**src/ring_validation_pkg.sv**
```systemverilog
/*
 * Constants, field layouts, state types and time conversion helpers
 * for the ring qualification block.
 * Assumes a single 250 MHz system clock and a 32-bit Wishbone slave port.
 */
// Functional notes
// RULE1: Report delay after validation, 3-bit code.
// RULE2: Ring over after timeout since last crossing.
// RULE3: Software never writes timeout code zero.
// RULE4: Valid only after in-range confirmation time.
// RULE5: Enable bit off stops all validation.
// RULE6: Software writes reserved enable bit as zero.
// RULE7: Polarity event loads countdown with assertion time.
// RULE8: Event after countdown expiry means too low.
// RULE9: Assertion minus threshold gives minimum spacing.
// RULE10: Software sizes assertion time from minimum frequency.
// RULE11: Remaining count above threshold means too high.
// RULE12: Ticks from divider; invalidation restarts confirmation.
// RULE13: Valid after confirm plus delay; ends on timeout.
package ring_validation_pkg;

    // ****************************************
    // Timing
    // ****************************************
    localparam int unsigned CLK_PERIOD_NS = 4;
    localparam int unsigned TICK_NS       = 2_000_000;
    localparam int unsigned TICK_MS       = 2;
    localparam int unsigned TICK_CYCLES   = TICK_NS / CLK_PERIOD_NS;
    localparam int unsigned DIV_W         = 20;
    localparam int unsigned CNT_W         = 10;

    localparam int unsigned CONFIRM_MS [8] = '{100, 150, 200, 256, 384, 512, 640, 1024};
    localparam int unsigned DELAY_MS   [4] = '{0, 256, 512, 1792};
    localparam int unsigned TMO_STEP_MS    = 128;

    // ****************************************
    // Register map (byte addresses)
    // ****************************************
    localparam int unsigned ADR_W         = 8;
    localparam logic [7:0]  OFS_DELAY_MAX = 8'h10;
    localparam logic [7:0]  OFS_TIMING    = 8'h14;
    localparam logic [7:0]  OFS_ENABLE    = 8'h18;
    localparam logic [7:0]  OFS_EVENT     = 8'h1C;
    localparam logic [7:0]  OFS_MASK      = 8'h20;
    localparam logic [7:0]  OFS_STATE     = 8'h24;

    localparam logic [7:0]  RST_DELAY_MAX = 8'h00;
    localparam logic [7:0]  RST_TIMING    = 8'h08;
    localparam logic [7:0]  RST_ENABLE    = 8'h19;
    localparam logic [2:0]  RST_MASK      = 3'h0;

    // ****************************************
    // Fields
    // ****************************************
    localparam int unsigned DLY_HI_BIT  = 7;
    localparam int unsigned TMO_MSB     = 6;
    localparam int unsigned TMO_LSB     = 3;
    localparam int unsigned CONF_MSB    = 2;
    localparam int unsigned DLY_LO_MSB  = 7;
    localparam int unsigned DLY_LO_LSB  = 6;
    localparam int unsigned SIX_MSB     = 5;
    localparam int unsigned ENA_BIT     = 7;
    localparam int unsigned RSV_BIT     = 6;
    localparam logic [7:0]  ENA_WMASK   = 8'hBF;

    localparam int unsigned EV_VALID    = 0;
    localparam int unsigned EV_END      = 1;
    localparam int unsigned EV_INVALID  = 2;
    localparam int unsigned EV_W        = 3;

    // ****************************************
    // Types
    // ****************************************
    typedef enum logic [1:0] {
        Q_IDLE    = 2'b00,
        Q_CONFIRM = 2'b01,
        Q_DELAY   = 2'b10,
        Q_VALID   = 2'b11
    } qual_state_t;

    typedef struct packed {
        logic [DIV_W-1:0] cnt;
        logic             tick;
    } div_regs_t;

    // ****************************************
    // Code to tick-count conversion
    // ****************************************
    function automatic logic [CNT_W-1:0] confirm_ticks(input logic [2:0] code);
        return CNT_W'(CONFIRM_MS[code] / TICK_MS);
    endfunction : confirm_ticks

    // Undefined codes fall back on their two low bits
    function automatic logic [CNT_W-1:0] delay_ticks(input logic [2:0] code);
        return CNT_W'(DELAY_MS[code[1:0]] / TICK_MS);
    endfunction : delay_ticks

    function automatic logic [CNT_W-1:0] timeout_ticks(input logic [3:0] code);
        return CNT_W'((32'(code) * TMO_STEP_MS) / TICK_MS);
    endfunction : timeout_ticks

endpackage : ring_validation_pkg

```
**src/ring_signal_validation.sv**
```systemverilog
/*
 * Ring qualification: times line polarity events, checks the ring
 * frequency window, confirms, delays and reports a valid ring, and
 * ends it after a quiet timeout. Registers sit on a Wishbone slave.
 * Assumes line_polarity_i is asynchronous and a classic single-cycle
 * Wishbone master that holds each request until ack.
 */
`timescale 1ns/100ps
module ring_signal_validation
    import ring_validation_pkg::*;
#(
    parameter int unsigned TICK_LEN = TICK_CYCLES
) (
    input  wire logic             sys_clk_i,
    input  wire logic             rst_i,
    input  wire logic [ADR_W-1:0] wb_adr_i,
    input  wire logic [31:0]      wb_dat_i,
    input  wire logic [3:0]       wb_sel_i,
    input  wire logic             wb_we_i,
    input  wire logic             wb_cyc_i,
    input  wire logic             wb_stb_i,
    output logic [31:0]           wb_dat_o,
    output logic                  wb_ack_o,
    input  wire logic             line_polarity_i,
    output logic                  ring_valid_o,
    output logic                  irq_o
);

    // ****************************************
    // State
    // ****************************************
    typedef struct packed {
        logic [2:0]       sync;
        logic             pol;
        logic             ack;
        logic [31:0]      dat;
        logic [7:0]       dly_max;
        logic [7:0]       timing;
        logic [7:0]       enable;
        logic [EV_W-1:0]  events;
        logic [EV_W-1:0]  mask;
        logic             irq;
        qual_state_t      fsm;
        logic             armed;
        logic [SIX_MSB:0] tmr;
        logic [CNT_W-1:0] conf;
        logic [CNT_W-1:0] dly;
        logic [CNT_W-1:0] end_cnt;
        logic             valid;
    } ring_regs_t;

    ring_regs_t       r_q;
    ring_regs_t       r_d;

    logic             tick;
    logic             ev;
    logic             bad;
    logic             en;
    logic             hit;
    logic             tmo_hit;
    logic             ev_rd;
    logic [EV_W-1:0]  set_ev;
    logic [SIX_MSB:0] ras;
    logic [SIX_MSB:0] max_thr;
    logic [CNT_W-1:0] conf_lim;
    logic [CNT_W-1:0] dly_lim;
    logic [CNT_W-1:0] tmo_lim;

    // ****************************************
    // Tick source
    // ****************************************
    // One shared divider keeps every millisecond figure on the same tick grid
    ring_tick_div #(
        .TICK_LEN (TICK_LEN)
    ) u_tick (
        .sys_clk_i (sys_clk_i),
        .rst_i     (rst_i),
        .tick_o    (tick)
    );

    // ****************************************
    // Field decode
    // ****************************************
    assign en       = r_q.enable[ENA_BIT]; // RULE5
    assign ras      = r_q.enable[SIX_MSB:0];
    assign max_thr  = r_q.dly_max[SIX_MSB:0];
    assign conf_lim = confirm_ticks(r_q.timing[CONF_MSB:0]); // RULE4
    // Report delay code is split across two registers
    assign dly_lim  = delay_ticks({r_q.timing[DLY_HI_BIT],
                                   r_q.dly_max[DLY_LO_MSB:DLY_LO_LSB]}); // RULE1
    assign tmo_lim  = timeout_ticks(r_q.timing[TMO_MSB:TMO_LSB]); // RULE2

    // ****************************************
    // Next state
    // ****************************************
    always_comb begin
        r_d     = r_q;
        ev      = 1'b0;
        bad     = 1'b0;
        tmo_hit = 1'b0;
        set_ev  = '0;
        hit     = wb_cyc_i && wb_stb_i && !r_q.ack;
        ev_rd   = hit && !wb_we_i && (wb_adr_i == OFS_EVENT);

        // Pin filter: a level counts once the second and third stages agree
        r_d.sync = {r_q.sync[1:0], line_polarity_i};
        if (r_q.sync[2] == r_q.sync[1] && r_q.sync[2] != r_q.pol) begin
            r_d.pol = r_q.sync[2];
            ev      = 1'b1;
        end

        // Bus slave: one-cycle ack, unmapped reads return zero
        r_d.ack = hit;
        r_d.dat = '0;
        if (hit && wb_we_i && wb_sel_i[0]) begin
            case (wb_adr_i)
                OFS_DELAY_MAX: r_d.dly_max = wb_dat_i[7:0];
                OFS_TIMING:    r_d.timing  = wb_dat_i[7:0];
                OFS_ENABLE:    r_d.enable  = wb_dat_i[7:0] & ENA_WMASK; // RULE6
                OFS_MASK:      r_d.mask    = wb_dat_i[EV_W-1:0];
                default:       r_d.dat     = '0;
            endcase
        end
        if (hit && !wb_we_i) begin
            case (wb_adr_i)
                OFS_DELAY_MAX: r_d.dat = {24'h000000, r_q.dly_max};
                OFS_TIMING:    r_d.dat = {24'h000000, r_q.timing};
                OFS_ENABLE:    r_d.dat = {24'h000000, r_q.enable};
                OFS_EVENT:     r_d.dat = {29'h0000000, r_q.events};
                OFS_MASK:      r_d.dat = {29'h0000000, r_q.mask};
                OFS_STATE:     r_d.dat = {28'h0000000, r_q.armed, r_q.fsm, r_q.valid};
                default:       r_d.dat = '0;
            endcase
        end

        // Qualification
        if (!en) begin
            // Disabled: hold everything idle, no indication
            r_d.fsm     = Q_IDLE; // RULE5
            r_d.armed   = 1'b0;
            r_d.tmr     = '0;
            r_d.conf    = '0;
            r_d.dly     = '0;
            r_d.end_cnt = '0;
            r_d.valid   = 1'b0;
        end else begin
            // Countdown: reload on every event, decrement per tick
            if (ev) begin
                r_d.tmr = ras; // RULE7
            end else if (tick && r_q.tmr != '0) begin
                r_d.tmr = r_q.tmr - 6'h01; // RULE7
            end

            // Quiet time since the latest crossing
            if (ev) begin
                r_d.end_cnt = '0; // RULE2
            end else if (tick && r_q.fsm != Q_IDLE) begin
                r_d.end_cnt = r_q.end_cnt + 10'h001;
            end

            // Spacing check on every event after the first one;
            // window opens ras minus rmx ticks after the previous event and closes at ras ticks
            bad = ev && r_q.armed
                  && (r_q.tmr == '0 // RULE8
                      || r_q.tmr > max_thr); // RULE11 RULE9
            if (ev) begin
                r_d.armed = 1'b1;
            end

            case (r_q.fsm)
                Q_IDLE: begin
                    if (ev) begin
                        r_d.fsm  = Q_CONFIRM;
                        r_d.conf = '0;
                    end
                end
                // Confirm pauses while the countdown is empty; the next event then invalidates
                Q_CONFIRM: begin
                    if (bad) begin
                        r_d.conf          = '0; // RULE12
                        set_ev[EV_INVALID] = 1'b1;
                    end else if (tick && r_q.tmr != '0) begin
                        r_d.conf = r_q.conf + 10'h001;
                        if (r_q.conf + 10'h001 >= conf_lim) begin
                            r_d.fsm = Q_DELAY; // RULE4
                            r_d.dly = '0;
                        end
                    end
                end
                Q_DELAY: begin
                    if (bad) begin
                        // Frequency drifted out before report: start over
                        r_d.fsm           = Q_CONFIRM; // RULE12
                        r_d.conf          = '0;
                        set_ev[EV_INVALID] = 1'b1;
                    end else if (r_q.dly >= dly_lim) begin
                        r_d.fsm          = Q_VALID; // RULE1 RULE13
                        r_d.valid        = 1'b1;
                        set_ev[EV_VALID] = 1'b1;
                    end else if (tick) begin
                        r_d.dly = r_q.dly + 10'h001;
                    end
                end
                Q_VALID: begin
                    r_d.valid = 1'b1;
                end
                default: begin
                    r_d.fsm = Q_IDLE;
                end
            endcase

            // Timeout overrides every state update except in a cycle with an event; code zero ends at once
            tmo_hit = r_q.fsm != Q_IDLE && !ev && r_q.end_cnt >= tmo_lim; // RULE3
            if (tmo_hit) begin
                r_d.fsm     = Q_IDLE; // RULE2 RULE13
                r_d.armed   = 1'b0;
                r_d.valid   = 1'b0;
                r_d.conf    = '0;
                r_d.dly     = '0;
                r_d.end_cnt = '0;
                if (r_q.valid) begin
                    set_ev[EV_END] = 1'b1;
                end
            end
        end

        // Sticky events: read clears, a new event in that cycle survives
        if (ev_rd) begin
            r_d.events = set_ev;
        end else begin
            r_d.events = r_q.events | set_ev;
        end
        r_d.irq = |(r_d.events & r_d.mask);
    end

    // ****************************************
    // Registers
    // ****************************************
    always_ff @(posedge sys_clk_i or posedge rst_i) begin
        if (rst_i) begin
            r_q         <= '0;
            r_q.dly_max <= RST_DELAY_MAX;
            r_q.timing  <= RST_TIMING;
            r_q.enable  <= RST_ENABLE;
            r_q.mask    <= RST_MASK;
            r_q.fsm     <= Q_IDLE;
        end else begin
            r_q <= r_d;
        end
    end

    assign wb_dat_o     = r_q.dat;
    assign wb_ack_o     = r_q.ack;
    assign ring_valid_o = r_q.valid;
    assign irq_o        = r_q.irq;

    // ****************************************
    // Checks
    // ****************************************
    AST_TMR_LOAD: assert property (@(posedge sys_clk_i) disable iff (rst_i) // RULE7
        (ev && en) |=> (r_q.tmr == $past(ras)))
        else $error("countdown not loaded on polarity event");

    AST_TMR_DEC: assert property (@(posedge sys_clk_i) disable iff (rst_i) // RULE7
        (tick && !ev && en && r_q.tmr != '0) |=> (r_q.tmr == $past(r_q.tmr) - 6'h01))
        else $error("countdown did not step on tick");

    AST_TOO_LOW: assert property (@(posedge sys_clk_i) disable iff (rst_i) // RULE8
        (ev && en && r_q.armed && r_q.tmr == '0 && r_q.fsm == Q_CONFIRM)
        |=> (r_q.conf == '0 && r_q.events[EV_INVALID]))
        else $error("late event did not invalidate");

    AST_TOO_HIGH: assert property (@(posedge sys_clk_i) disable iff (rst_i) // RULE11
        (ev && en && r_q.armed && r_q.tmr > max_thr && (r_q.fsm == Q_CONFIRM || r_q.fsm == Q_DELAY))
        |=> (r_q.fsm == Q_CONFIRM && r_q.conf == '0 && r_q.events[EV_INVALID]))
        else $error("early event did not invalidate");

    AST_OFF: assert property (@(posedge sys_clk_i) disable iff (rst_i) // RULE5
        !en |=> (!ring_valid_o && r_q.fsm == Q_IDLE))
        else $error("activity while validation disabled");

    AST_CONFIRM: assert property (@(posedge sys_clk_i) disable iff (rst_i) // RULE4
        (r_q.fsm == Q_DELAY && $past(r_q.fsm) == Q_CONFIRM)
        |-> ($past(r_q.conf) + 10'h001 >= $past(conf_lim)))
        else $error("confirmation ended early");

    AST_REPORT: assert property (@(posedge sys_clk_i) disable iff (rst_i) // RULE13
        $rose(ring_valid_o) |-> ($past(r_q.fsm) == Q_DELAY && $past(r_q.dly) >= $past(dly_lim)))
        else $error("valid ring reported before delay");

    AST_TIMEOUT: assert property (@(posedge sys_clk_i) disable iff (rst_i) // RULE2
        (ring_valid_o && en && !ev && r_q.end_cnt >= tmo_lim)
        |=> (!ring_valid_o && r_q.events[EV_END]))
        else $error("ring not ended on timeout");

    AST_RSV_READ: assert property (@(posedge sys_clk_i) disable iff (rst_i) // RULE6
        (hit && !wb_we_i && wb_adr_i == OFS_ENABLE) |=> !wb_dat_o[RSV_BIT])
        else $error("reserved enable bit reads one");

    AST_ACK_PULSE: assert property (@(posedge sys_clk_i) disable iff (rst_i)
        wb_ack_o |=> !wb_ack_o)
        else $error("ack held beyond one cycle");

    // Bus slave answers in the next cycle and keeps its data lines quiet otherwise
    AST_ACK_NEXT: assert property (@(posedge sys_clk_i) disable iff (rst_i)
        hit |=> wb_ack_o)
        else $error("request not acknowledged in the next cycle");

    AST_DAT_QUIET: assert property (@(posedge sys_clk_i) disable iff (rst_i)
        !wb_ack_o |-> (wb_dat_o == 32'h00000000))
        else $error("read data driven outside ack");

    AST_WR_LAND: assert property (@(posedge sys_clk_i) disable iff (rst_i) // RULE4
        (hit && wb_we_i && wb_sel_i[0] && wb_adr_i == OFS_TIMING) |=> (r_q.timing == $past(wb_dat_i[7:0])))
        else $error("timing write did not land");

    AST_IRQ_LEVEL: assert property (@(posedge sys_clk_i) disable iff (rst_i)
        irq_o == (|(r_q.events & r_q.mask)))
        else $error("interrupt level does not follow unmasked events");

    AST_STICKY: assert property (@(posedge sys_clk_i) disable iff (rst_i)
        !ev_rd |=> ((r_q.events & $past(r_q.events)) == $past(r_q.events)))
        else $error("event bit lost without a read");

    AST_END_RESTART: assert property (@(posedge sys_clk_i) disable iff (rst_i) // RULE2
        (ev && en) |=> (r_q.end_cnt == 10'h000))
        else $error("quiet timer not restarted by polarity event");

    AST_TMO_IDLE: assert property (@(posedge sys_clk_i) disable iff (rst_i) // RULE2
        (en && tmo_hit) |=> (r_q.fsm == Q_IDLE && !r_q.armed))
        else $error("timeout did not return to idle");

    AST_VALID_HOLD: assert property (@(posedge sys_clk_i) disable iff (rst_i) // RULE13
        (ring_valid_o && en && !tmo_hit) |=> ring_valid_o)
        else $error("valid ring dropped before timeout");

    AST_DELAY_DONE: assert property (@(posedge sys_clk_i) disable iff (rst_i) // RULE1
        (r_q.fsm == Q_DELAY && en && !bad && !tmo_hit && r_q.dly >= dly_lim) |=> ring_valid_o)
        else $error("valid ring not reported after delay");

    AST_OFF_QUIET: assert property (@(posedge sys_clk_i) disable iff (rst_i) // RULE5
        !en |=> ((r_q.events | $past(r_q.events)) == $past(r_q.events)))
        else $error("event raised while validation disabled");

endmodule : ring_signal_validation

```
**src/ring_tick_div.sv**
```systemverilog
/*
 * Divider that turns the system clock into the nominal 2 ms tick.
 * Assumes TICK_LEN of at least 2 so that ticks never merge.
 */
`timescale 1ns/100ps
module ring_tick_div
    import ring_validation_pkg::*;
#(
    parameter int unsigned TICK_LEN = TICK_CYCLES
) (
    input  wire logic sys_clk_i,
    input  wire logic rst_i,
    output logic      tick_o
);

    localparam logic [DIV_W-1:0] LAST = DIV_W'(TICK_LEN - 1);

    div_regs_t r_q;
    div_regs_t r_d;

    always_comb begin
        r_d      = r_q;
        r_d.tick = 1'b0;
        if (r_q.cnt == LAST) begin
            r_d.cnt  = '0;
            r_d.tick = 1'b1; // RULE12
        end else begin
            r_d.cnt = r_q.cnt + 1'b1;
        end
    end

    always_ff @(posedge sys_clk_i or posedge rst_i) begin
        if (rst_i) begin
            r_q <= '0;
        end else begin
            r_q <= r_d;
        end
    end

    assign tick_o = r_q.tick;

    AST_TICK_GAP: assert property (@(posedge sys_clk_i) disable iff (rst_i) // RULE12
        tick_o |=> !tick_o)
        else $error("tick pulses back to back");

endmodule : ring_tick_div

```
**config.mk**
```make
export PLATFORM = sky130hd
export DESIGN_NAME = ring_signal_validation
export DESIGN_NICKNAME = d
export VERILOG_FILES = /design/src/ring_validation_pkg.sv /design/src/ring_signal_validation.sv /design/src/ring_tick_div.sv
export SDC_FILE = /design/constraint.sdc
export NUM_CORES = 1
export LEC_CHECK = 0
export ABC_CLOCK_PERIOD_IN_PS = 6950
export BUFFER_PORTS_ARGS = -buffer_cell sky130_fd_sc_hd__buf_2
export CORE_UTILIZATION = 57
export CTS_BUF_LIST = sky130_fd_sc_hd__clkbuf_4
export DETAILED_ROUTE_END_ITERATION = 8
export PLACE_DENSITY = 0.79
export SLEW_MARGIN = 20
export SYNTH_ARGS = -nofsm -noshare
export SYNTH_HDL_FRONTEND = slang
export SYNTH_SLANG_ARGS = --single-unit
```
**constraint.sdc**
```tcl
create_clock -name sys_clk_i -period 6.95 [get_ports sys_clk_i]
set_clock_uncertainty 0.1 [all_clocks]
set_input_delay 0.695 -clock sys_clk_i [delete_from_list [all_inputs] [get_ports sys_clk_i]]
set_output_delay 0.695 -clock sys_clk_i [all_outputs]
set_load 0.02 [all_outputs]
```
# Yosys cells after proc, flatten, opt, wreduce, memory -nomap -nowiden
# Memories as Yosys holds them, arrays and structs flattened.
# Cells that the tools add are included.
# totals
in_bits	50
memories	1
mem_bits_rw	0
rom_bits	256
regBits	128
output_inout_bits	35
word_cells	144
latchBits	0
# memory_table
name	words	width	rd	rd_clocked_by_memory_dff	wr	line	text
(no name shown)	8	32	1	0	0	ring_validation_pkg.sv:90	return CNT_W'(CONFIRM_MS[code] / TICK_MS);
# op_classes
add_sub_neg	5
mul	0
muxes	50
n_reduce_logical	30
bitwise_logic	4
n_lt_le_gt_ge	6
shifts	0
eq_ne	29
div	0
# ops
operator	count
$mux 10	10
$bmux 32 s2	1
$pmux 8 s6	1
$mux 11	4
$mux 20	2
$mux 40	1
$eq 8x5->1 const B	4
$mux 32	1
$ne 4x4->1 const B	8
$mux 31	1
$add 10x1->10 const B	3
$ge 10x10->1	3
$pmux 10 s3	1
$add 20x1->20 const B	1
$eq 20x19->1 const B	1
$pmux 10 s2	1
$eq 8x6->1 const B	2
$mux 3	5
$logic_and 1x1->1	13
$mux 1	12
$mux 2	6
$mux 6	2
$ne 4x1->1 const B	3
$ne 5x5->1 const B	2
other kinds (30)	36

# Depth between registers and ports, before layout
# Gate-level depths: netlist of the first run.
# logic_depth
ltp_word	13
depth_mapped	14
ltp_nobuf	13

# Hierarchy
# From an unflattened synthesis of the first run, not the netlist that was laid out.
# hier_totals
hier_cells	615
hier_area_um2	6120.9
# by_module_without_submodules
module	seq_area_each_um2	n_inst	cells_per_inst	area_each_um2
ring_signal_validation	2082.0	1	522	5123.7
ring_tick_div	525.5	1	93	997.2

# Worst setup path after synthesis of the first run
# No wires, ideal clock.
# synth_timing
path_kind	register to register
from	reg r_q[21] (netlist bit)
to	reg r_q[12] (netlist bit)
t_arrival_ns	2.902
path_slack_ns	3.868
period_less_slack_ns	3.082
path_stages_with_launch	15
n_path_buf	1
setup_time_ns	0.079
required_ns	6.771
cell_sequence	dfrtp_1 -> and3_1 -> nand3_1 -> or2_2 -> nor2_1 -> xnor2_1 -> inv_1 -> ha_1 -> nand4_1 -> o221ai_1 -> nor3_1 -> nor3b_2 -> o21a_1 -> buf_6 -> mux2i_1
# synth_between
elab_chain_cells	4
# synth_lines
item	line	text
start: declaration	ring_signal_validation.sv:52	ring_regs_t r_q;
start signal: assignment	ring_signal_validation.sv:248	r_q <= r_d;
$add 10x1->10	ring_signal_validation.sv:184	if (r_q.conf + 10'h001 >= conf_lim) begin
$ge 10x10->1	ring_signal_validation.sv:184	
$ne 4x4->1 (no line)	-	
$reduce_and 7->1 (no line)	-	
# No other way between the ends.
# A chain may end at the register's enable or synchronous reset.

# Worst setup path in the final report of the first run
# Same ends and word-level chain as after synthesis.

==> results of run 1 <==
-- sequential cells by signal (all words and copies together), names as in the netlist --
register,cells
r_q,63
u_tick.r_q,20
wb_dat_o,8
max_thr,6
r_d,2
en,1
irq_o,1
ring_valid_o,1
u_tick.tick_o,1
wb_ack_o,1
-- cell type report --
cell class                 instances  area (sq um)  area share
clock inverter                     6          58.8     0.00905
tap                              136           170      0.0262
clock buffer                      10          75.1      0.0116
sequential                       104          2610       0.401
inverter                          40           153      0.0235
multi-input combinational        447          3250       0.500
timing repair buffer              35           180      0.0277
-- worst paths after layout --
check | to | slack, ns | cells past startpoint
max | r_q[12] | 3.27 | 13
min | u_tick.r_q[3] | 0.13 | 2
max reg2reg | r_q[12] | 3.27 | 13
min reg2reg | r_d[107] | 0.27 | 0
max in group asynchronous | r_q[42] | 5.45 | 3
min in group sys_clk_i | r_d[106] | 0.22 | 1
-- power groups by stage --
stage / clock (uW) / sequential, uW / combinational (uW)
3_3_place_gp: 0 / 623 / 61.8
5_1_grt: 343 / 613 / 70.2
3_5_place_dp: 0 / 623 / 63.4
2_1_floorplan: 0 / 623 / 55.7
4_1_cts: 321 / 612 / 63.6
6_report: 312 / 612 / 62.9
-- worst max-delay path, stage by stage, from the launching register on --
cell,delay (ns)
dfrtp_1,0.46
ha_1,0.32
and3_1,0.23
nand3_1,0.21
nor2_1,0.19
xnor2_1,0.15
inv_1,0.07
ha_1,0.29
nand4_1,0.10
nor3_1,0.21
nor3_1,0.11
nor3b_2,0.53
o21a_1,0.42
mux2i_1,0.23
-- cell usage in the layout (no fill, tap or decap), types with 13 or more instances in the layout --
cell     synthesis  final
o21ai_0         13     13
nand3_1         20     20
mux2_2          22     22
xnor2_1         21     21
and3_1          15     15
a31oi_1         16     16
conb_1           1     24
xor2_1          19     19
inv_1           40     39
nand2_1         53     53
nor2_1          55     55
ha_1            41     41
buf_2            1     33
dfrtp_1        100    100
-- layer usage --
layer,track usage,vias up,share of wire
met3,0.0559,20,0.049
met5,0,-,0
met2,0.409,131,0.50
met4,0.0744,0,0.016
met1,0.302,2237,0.44
li1,-,2141,-
-- through the flow --
stage / instance area (sq um) / worst slack, ns / power (uW) / utilization / hold slack, ns
3_3_place_gp: 6360 / 3.36 / 685 / 0.608 / 0.244
2_1_floorplan: 6320 / 3.43 / 678 / - / 0.231
6_report: 6490 / 3.27 / 987 / 0.621 / 0.132
5_1_grt: 6490 / 2.94 / 1030 / 0.621 / 0.148
3_5_place_dp: 6360 / 3.30 / 687 / 0.608 / 0.243
4_1_cts: 6490 / 3.28 / 997 / 0.620 / 0.131
-- logic make-up after synthesis --
kind of cell | share of synthesized area
AO/OA/AOI/OAI | 0.119
multiplexers | 0.0708
adder cells (fa/ha/maj) | 0.0822
other | 0.000601
XOR/XNOR | 0.0562
flip-flops | 0.418
AND/OR/NAND/NOR | 0.178
buffers and inverters | 0.0754
==> results by group, run 1 <==
Status
  – Status: complete, no violations

Yosys
  – Synth area leaders: dfrtp_1 (40%), ha_1 (8.2%), mux2_2 (4.0%)
  – Syn Std Cell Area: 0.00624 sq mm
  – Commonest cells in the netlist: dfrtp_1 (100), nor2_1 (55), nand2_1 (53)
  – Prevailing post-synth register cell: dfrtp_1
  – Avg Cell Area, Syn: 10.2 sq um
  – Yosys cell types: 80
  – Seq cells post-synth: 104
  – Synth warn: 0
  – Synth top area share: 0.401
  – Sequential fraction of the synthesis area: 0.418
  – Count leader, synth: dfrtp_1
  – Synth area leader: dfrtp_1
  – Asr flop ratio synth: 1.00
  – Cells after Synth: 612
  – EDFF count, synth: 0

Global route
  – Initial antenna violation count: 0
  – Vias in the first global route: 4611
  – Largest net degree at the start of global routing: 64
  – Gr usage total: 0.240
  – First-pass GRT wire length: 21400 um
  – Remaining global-route overflow: 0

Final layout
  – ANT cells: 0
  – Area growth syn-to-layout: 4.13%
  – Non-Filler Instances: 778
  – Share of cells above drive strength 1: 0.173
  – Nets: 728
  – Fill count: 876

Power and ir drop
  – Sequential Power Share: 0.620
  – Clock power frac: 0.316
  – Switching power: 249 uW
  – P_leak: 0.00309 uW
  – Combinational power share: 0.064
  – Internal power: 738 uW
  – Pwr Density: 152 mW/mm^2
  – Peak VDD IR: 0.141 mV
  – Sw Ratio: 0.252

Floorplanning
  – Die area: 0.0114 sq mm
  – Die Y: 107 um
  – Initial Util: 0.596
  – Core area: 0.0105 sq mm
  – Die Wd: 107 um
  – Cell Rows: 37
  – Ports: 85

Clock network
  – Post-cts sizing count: 0
  – Post-CTS Hold Fix Bufs: 0
  – Total clock sinks: 104
  – Clk buf depth: 2
  – H-tree levels: 3
  – Worst-skew pair later-pin latency: 0.48 ns
  – CTS tree: built
  – Num CTS Buffers: 9
  – Root buffer cell: clkbuf_4
  – Setup Buffers After CTS: 0
  – Clock slew seen by the registers of the worst setup and hold paths: 0.15 ns

Setup path
  – RR Startpoint: r_q[21]
  – CP arrival: 3.99 ns
  – WS Path Type: reg2reg
  – Crit-path max FO: 10
  – CP startpoint kind: flip-flop
  – CP required: 7.26 ns
  – Critical path origin: r_q[21]
  – Kind of end point of the critical path: flip-flop

Timing
  – Fin crit period: 3.68 ns
  – Final period utilization: 0.530
  – Fin. max-slew vios: 0
  – Rel. slew slack: 0.374
  – Setup TNS Final: 0 ns
  – Max frequency: 0.272 GHz
  – Worst-Margin Slew: 0.939 ns
  – Fin. Hold Viols: 0
  – # setup viols final: 0
  – RSZ-0062 raised after global routing: no

Place
  – Global placement routability congestion: 0.838
  – DP HPWL: 9160 um
  – Port Buf Inserts: 33
  – DP Cell Count: 762

Worst hold path
  – Hold WC Path Type: in2async

Drt
  – Initial DRT Pass Iterations: 5
  – Iter 0 DRT Violations: 264
  – Final ANT Viol Nets: 0
  – Drt total wl: 12500 um
  – Avg WL per Cell: 16.1 um
  – DR vias: 4529
  – Number of remaining DRC errors: 0
  – Avg Vias per Cell: 5.82

Flow run
  – # Max-Cap Violations: 0
No activity file was read; power rests on OpenSTA's default activity.
==> run 2, diff against run 1 <==
--- a/config.mk
+++ b/config.mk
@@ -5,7 +5,7 @@
 export SDC_FILE = /design/constraint.sdc
 export NUM_CORES = 1
 export LEC_CHECK = 0
-export ABC_CLOCK_PERIOD_IN_PS = 6950
+export ABC_CLOCK_PERIOD_IN_PS = 3600
 export BUFFER_PORTS_ARGS = -buffer_cell sky130_fd_sc_hd__buf_2
 export CORE_UTILIZATION = 57
 export CTS_BUF_LIST = sky130_fd_sc_hd__clkbuf_4
==> constraint.sdc (replaced) <==
create_clock -name sys_clk_i -period 3.6 [get_ports sys_clk_i]
set_clock_uncertainty 0.1 [all_clocks]
set_input_delay 0.36 -clock sys_clk_i [delete_from_list [all_inputs] [get_ports sys_clk_i]]
set_output_delay 0.36 -clock sys_clk_i [all_outputs]
set_load 0.02 [all_outputs]
==> run 2 against run 1 <==
Effect of this change: routed wire length increased by 1.9%; clock power increased by 72%; cell count increased by 1.0%; sequential share of layout area decreased by 0.35 points; total power increased by 87%; register-to-register slack got worse by 3.0 ns; sequential power increased by 93%; flip-flop and latch count unchanged; critical endpoint unchanged.
==> results by group, run 2 (synthesized netlist as in run 1, its figures left out) <==
Power and ir drop
  – Sequential Power Share: 0.640 (+0.020)
  – Pwr Density: 282 mW/mm^2 (+86%)
  – P_leak: 0.00311 uW (+0.72%)
  – Clock power frac: 0.291 (-0.025)
  – Combinational power share: 0.069 (+0.005)
  – Internal power: 1360 uW (+84%)
  – Sw Ratio: 0.264 (+0.0118)
  – Peak VDD IR: 0.256 mV (+82%)
  – Switching power: 488 uW (+96%)

Final layout
  – Area growth syn-to-layout: 5.04%
  – Most frequent cells in the layout: dfrtp_1 (100), nor2_1 (55), nand2_1 (53), ha_1 (41), inv_1 (39)
  – Fill count: 853 (-2.6%)
  – Register Area: 0.00261 sq mm (unchanged)
  – Share of cells above drive strength 1: 0.175 (+0.00249)
  – Design area: 0.00655 sq mm (+0.87%)
  – Multi-input logic area: 0.00325 sq mm (about the same)
  – Most common cell after layout, fill and taps aside: dfrtp_1
  – ANT cells: 0 (unchanged)
  – Nets: 736 (+1.1%)
  – Top reg by flops: r_q
  – Max reg flops: 63 (unchanged)

Place
  – Global placement routability congestion: 0.851 (+1.5%)
  – DP HPWL: 9240 um (+0.89%)
  – Placed instance area: 0.00637 sq mm (+0.24%)
  – Port Buf Inserts: 33 (unchanged)

Global route
  – Largest net degree at the start of global routing: 88 (+38%)
  – First-pass GRT wire length: 21100 um (-1.4%)
  – Vias in the first global route: 4423 (-4.1%)
  – Initial antenna violation count: 0 (unchanged)
  – Gr usage total: 0.238 (-0.00177)
  – Remaining global-route overflow: 0 (unchanged)

Setup path
  – CP Cell Sequence: and3_1 -> nand3_1 -> or2_2 -> nor2_1 -> xnor2_1 -> inv_1 -> ha_1 -> a21oi_1 -> o221ai_1 -> nor3_2 -> nor3b_2 -> o21a_2 -> mux2i_1
  – Critical path depth: 13 (unchanged)
  – CP Buf/Inv Count: 1 (unchanged)
  – Kind of end point of the critical path: flip-flop
  – Worst path max stage delay: 0.46 ns (-0.07 ns)
  – Flop-to-flop setup slack: 0.31 ns (-2.96 ns)
  – Crit-path max FO: 10 (unchanged)
  – WS Path Type: reg2reg
  – CP arrival: 3.56 ns (-0.43 ns)
  – Reg2reg path depth: 13 (unchanged)
  – CP required: 3.88 ns (-3.38 ns)
  – Delay-heaviest family, CP: simple AND/OR/NAND/NOR gates
  – CP startpoint kind: flip-flop
  – Slowest CP cell: dfrtp_1

Timing
  – Setup TNS Final: 0 ns (unchanged)
  – Rel. slew slack: 0.366 (-0.00780)
  – RSZ-0062 raised after global routing: no
  – Final period utilization: 0.913 (+0.383)
  – Fin. Hold Viols: 0 (unchanged)
  – # setup viols final: 0 (unchanged)
  – Fin. max-slew vios: 0 (unchanged)
  – Worst-Margin Slew: 0.951 ns (+0.0117 ns)
  – Fin crit period: 3.29 ns (-0.395 ns)
  – Max frequency: 0.304 GHz (+12%)

Drt
  – Initial DRT Pass Iterations: 5 (unchanged)
  – Avg Vias per Cell: 5.74 (-1.5%)
  – Final ANT Viol Nets: 0 (unchanged)
  – Iter 0 DRT Violations: 264 (unchanged)
  – Avg WL per Cell: 16.2 um (+0.83%)
  – Number of remaining DRC errors: 0 (unchanged)
  – DR vias: 4509 (-0.44%)
  – Drt total wl: 12700 um (+1.9%)

Status
  – Status: complete, no violations

Clock network
  – Clk buf depth: 2 (unchanged)
  – H-tree levels: 3 (unchanged)
  – Num CTS Buffers: 9 (unchanged)
  – Total clock sinks: 104 (unchanged)
  – Worst-skew pair later-pin latency: 0.47 ns (about the same)
  – CTS tree: built
  – Clock slew seen by the registers of the worst setup and hold paths: 0.14 ns (about the same)
  – Root buffer cell: clkbuf_4

Floorplanning
  – Die Y: 107 um (unchanged)
  – Initial Util: 0.596 (unchanged)
  – Core area: 0.0105 sq mm (unchanged)
  – Ports: 85 (unchanged)
  – Cell Rows: 37 (unchanged)
  – Die Wd: 107 um (unchanged)
  – Die area: 0.0114 sq mm (unchanged)

Worst hold path
  – Hold Path Stages: 3
  – Hold WC Path Type: in2reg

Flow run
  – # Max-Cap Violations: 0 (unchanged)
==> run 2: cell types whose count changed in the layout (fill, tap and decap cells not counted), sizes merged <==
cell,before,now
dlygate4sd3,0,6
buf,35,37
bufinv,1,0
clkinvlp,1,2
==> run 2: final cells by class <==
class                   instances  share of cell area
repair buffers                 43              0.0390
clock buffers                  10              0.0115
flip-flops and latches        104               0.398
well taps                     136              0.0260
clock inverters                 6             0.00554
inverters                      40              0.0237
multi-input cells             447               0.496
==> run 2: power by group through the flow <==
| stage | Sequential, uW | Clock (uW) | Combinational [uW] |
|---|---|---|---|
| 2_1_floorplan | 1200 | 0 | 108 |
| 3_3_place_gp | 1200 | 0 | 119 |
| 3_5_place_dp | 1200 | 0 | 122 |
| 4_1_cts | 1180 | 557 | 125 |
| 5_1_grt | 1180 | 601 | 142 |
| 6_report | 1180 | 537 | 128 |
==> run 2: final timing paths <==
check / startpoint / end
max reg2reg: r_q[21] / r_q[12]
max in group asynchronous: rst_i / r_q[11]
max: r_q[21] / r_q[12]
min reg2reg: r_d[106] / r_d[107]
min: wb_dat_i[1] / max_thr[1]
min in group asynchronous: rst_i / u_tick.r_q[17]
==> run 2: stage by stage <==
step	power, uW	worst slack (ns)	hold WS (ns)	cells	util
2_1_floorplan	1310	0.414	0.231	635	-
3_3_place_gp	1320	0.275	0.240	764	0.609
3_5_place_dp	1330	0.162	0.243	764	0.609
4_1_cts	1860	0.140	0.0000762	783	0.622
5_1_grt	1930	0.0596	0.0241	786	0.626
6_report	1850	0.314	0.0680	786	0.626
==> run 2: per-layer routing <==
metal	vias to the layer above	GRT usage	routed length [um]
li1	2153	-	-
met1	2220	0.303	5590
met2	111	0.400	6360
met3	25	0.0565	551
met4	0	0.0763	238
met5	-	0	0
==> run 2: repair_timing <==
| action | 4_1_cts | 5_1_grt |
|---|---|---|
| hold buffers | 3 | 3 |
| resized for setup | 0 | 2 |
| setup endpoints to repair | 0 | 11 |
| endpoints found under the hold margin | 3 | 84 |
| buffers inserted | 0 | 0 |
==> run 2: tightest hold or removal path, cell delays in order <==
cell	delay, ns
buf_2	0.12
nand2_1	0.05
o21ai_0	0.06
==> run 3, diff against run 2 <==
--- a/config.mk
+++ b/config.mk
@@ -5,7 +5,7 @@
 export SDC_FILE = /design/constraint.sdc
 export NUM_CORES = 1
 export LEC_CHECK = 0
-export ABC_CLOCK_PERIOD_IN_PS = 3600
+export ABC_CLOCK_PERIOD_IN_PS = 3750
 export BUFFER_PORTS_ARGS = -buffer_cell sky130_fd_sc_hd__buf_2
 export CORE_UTILIZATION = 57
 export CTS_BUF_LIST = sky130_fd_sc_hd__clkbuf_4
==> constraint.sdc (replaced) <==
create_clock -name sys_clk_i -period 3.75 [get_ports sys_clk_i]
set_clock_uncertainty 0.1 [all_clocks]
set_input_delay 0.375 -clock sys_clk_i [delete_from_list [all_inputs] [get_ports sys_clk_i]]
set_output_delay 0.375 -clock sys_clk_i [all_outputs]
set_load 0.02 [all_outputs]
==> run 3 against run 2 <==
Effect of this change: core utilization is 0.36 points higher; hold slack worse by 0.031 ns; design area is 0.57% higher; first-iteration DRC count is 12% higher; critical path depth stayed put; global-route usage is 0.45 points lower; non-clock buffer count is 2 lower; count of clock-buffer cells in the layout stayed put; sequential power is 4% lower; fmax is 3.3% lower; routed wire length is 4.1% lower; highest routed layer unchanged.
==> results by group, run 3 (synthesized netlist as in run 1, its figures left out) <==
Status
  – Status: complete, no violations

Setup path
  – Reg2reg path depth: 13 (unchanged)
  – Worst path max stage delay: 0.45 ns (about the same)
  – CP Buf/Inv Count: 1 (unchanged)
  – Top cell by count, worst path: nor3_1
  – CP startpoint kind: flip-flop
  – CP required: 4.05 ns (+0.17 ns)
  – WS Path Type: reg2reg
  – CP Cell Sequence: and3_1 -> nand3_1 -> or2_2 -> nor2_1 -> xnor2_1 -> inv_1 -> ha_1 -> nand4_1 -> nor3_1 -> nor3_1 -> nor3b_4 -> o21a_2 -> mux2i_1
  – Kind of end point of the critical path: flip-flop
  – Critical path depth: 13 (unchanged)
  – Crit-path max FO: 10 (unchanged)
  – Delay-heaviest family, CP: simple AND/OR/NAND/NOR gates
  – Slowest CP cell: dfrtp_1
  – CP arrival: 3.70 ns (+0.14 ns)

Timing
  – Max frequency: 0.294 GHz (-3.3%)
  – Fin crit period: 3.40 ns (+0.112 ns)
  – # setup viols final: 0 (unchanged)
  – Rel. slew slack: 0.385 (+0.0186)
  – Setup TNS Final: 0 ns (unchanged)
  – Fin. max-slew vios: 0 (unchanged)
  – Final period utilization: 0.906 (-0.00676)
  – Final WS setup: 0.353 ns (+0.0384 ns)
  – Worst-Margin Slew: 0.923 ns (-0.0279 ns)
  – RSZ-0062 raised after global routing: no
  – Fin. Hold Viols: 0 (unchanged)
  – Hold_ws: 0.0373 ns (-0.0306 ns)

Drt
  – Number of remaining DRC errors: 0 (unchanged)
  – Final ANT Viol Nets: 0 (unchanged)
  – Iter 0 DRT Violations: 295 (+12%)
  – Initial DRT Pass Iterations: 5 (unchanged)
  – Avg WL per Cell: 15.5 um (-4.1%)
  – Avg Vias per Cell: 5.64 (-1.8%)
  – DR vias: 4430 (-1.8%)
  – Drt total wl: 12200 um (-4.1%)

Power and ir drop
  – Clock power frac: 0.345 (+0.054)
  – Pwr Density: 291 mW/mm^2 (+3.1%)
  – P_leak: 0.00313 uW (+0.57%)
  – Switching power: 471 uW (-3.4%)
  – Combinational power share: 0.062 (-0.007)
  – Pwr Total: 1920 uW (+3.7%)
  – Internal power: 1440 uW (+6.2%)
  – Sequential Power Share: 0.592 (-0.048)
  – Peak VDD IR: 0.228 mV (-11%)
  – Sw Ratio: 0.246 (-0.0179)

Final layout
  – Share of cells above drive strength 1: 0.182 (+0.00671)
  – Most common cell after layout, fill and taps aside: dfrtp_1
  – Max reg flops: 63 (unchanged)
  – Fill count: 872 (+2.2%)
  – Multi-input logic area: 0.00326 sq mm (+0.19%)
  – Nets: 734 (-0.27%)
  – Util after Layout: 0.630 (+0.00359)
  – Register Area: 0.00261 sq mm (unchanged)
  – Top reg by flops: r_q
  – Most frequent cells in the layout: dfrtp_1 (100), nor2_1 (55), nand2_1 (53), ha_1 (41), inv_1 (39)
  – Area growth syn-to-layout: 5.64%

Place
  – Post-place setup slack: 0.169 ns (+0.00712 ns)
  – DP HPWL: 9050 um (-2.0%)
  – Global placement routability congestion: 0.847 (-0.45%)
  – Port Buf Inserts: 33 (unchanged)

Worst hold path
  – Hold WC Path Type: in2reg
  – Hold Path Stages: 3 (unchanged)

Clock network
  – Num CTS Buffers: 9 (unchanged)
  – Total clock sinks: 104 (unchanged)
  – Clk buf depth: 2 (unchanged)
  – Clock slew seen by the registers of the worst setup and hold paths: 0.17 ns (+0.03 ns)
  – CTS tree: built
  – Root buffer cell: clkbuf_4
  – H-tree levels: 3 (unchanged)
  – Worst-skew pair later-pin latency: 0.46 ns (about the same)

Global route
  – Largest net degree at the start of global routing: 41 (-53%)
  – Grt met2 use: 0.389 (-0.0115)
  – Vias in the first global route: 4437 (+0.32%)
  – Remaining global-route overflow: 0 (unchanged)
  – Met1 global-route usage: 0.307 (+0.00422)
  – First-pass GRT wire length: 20900 um (-0.82%)
  – Grt met3 use: 0.0450 (-0.0116)
  – Initial antenna violation count: 1 (+1)
  – Gr usage total: 0.233 (-0.00454)
  – Layer with the highest usage: met2

Floorplanning
  – Ports: 85 (unchanged)
  – Die Y: 107 um (unchanged)
  – Die area: 0.0114 sq mm (unchanged)
  – Initial Util: 0.596 (unchanged)
  – Die Wd: 107 um (unchanged)
  – Core area: 0.0105 sq mm (unchanged)
  – Cell Rows: 37 (unchanged)

Flow run
  – # Max-Cap Violations: 0 (unchanged)
==> run 3: final timing paths <==
| kind | end | slack [ns] | startpoint |
|---|---|---|---|
| setup / recovery | r_q[12] | 0.35 | r_q[21] |
| hold / removal | r_q[70] | 0.04 | wb_dat_i[7] |
| setup reg to reg | r_q[12] | 0.35 | r_q[21] |
| hold reg to reg | r_d[107] | 0.27 | r_d[106] |
| max in group asynchronous | r_q[47] | 2.33 | rst_i |
| min in group asynchronous | u_tick.r_q[11] | 0.36 | rst_i |
==> run 3: area by class of cell <==
class | count | share of cell area
Antenna cell | 2 | 0.000760
Inverter | 40 | 0.0232
Clock buffer | 10 | 0.0114
Timing Repair Buffer | 41 | 0.0349
Clock inverter | 6 | 0.0137
Sequential cell | 104 | 0.396
Tap cell | 136 | 0.0258
Multi-Input combinational cell | 447 | 0.494
==> run 3: timing repair <==
| action | in CTS | in global routing |
|---|---|---|
| hold buffers | 2 | 0 |
| setup endpoints to repair | 0 | 10 |
| resized for setup | 0 | 2 |
| hold endpoints to repair | 39 | 0 |
| setup buffers | 0 | 0 |
==> run 3: metal layers <==
metal / vias up / wire (um) / part of all wire
met5: - / 0 / 0
met4: 0 / 212 / 0.017
met3: 17 / 568 / 0.047
met2: 101 / 6080 / 0.50
met1: 2156 / 5350 / 0.44
li1: 2156 / - / -
==> run 3: power by group through the flow <==
stage	Sequential (uW)	Clock (uW)	Combinational (uW)
5_1_grt	1140	726	133
6_report	1130	662	119
3_5_place_dp	1150	0	119
3_3_place_gp	1150	0	115
4_1_cts	1130	679	121
2_1_floorplan	1150	0	103
==> run 3: worst register-to-register path, cell delays in order, from the launching register on <==
cell,delay [ns]
dfrtp_1,0.45
and3_1,0.18
nand3_1,0.09
or2_2,0.36
nor2_1,0.14
xnor2_1,0.16
inv_1,0.08
ha_1,0.33
nand4_1,0.14
nor3_1,0.26
nor3_1,0.14
nor3b_4,0.41
o21a_2,0.32
mux2i_1,0.21
==> run 3: metrics by stage <==
stage          cells  cell area, sq um
3_3_place_gp     766              6390
2_1_floorplan    635              6320
6_report         786              6590
4_1_cts          784              6580
5_1_grt          785              6590
3_5_place_dp     766              6390
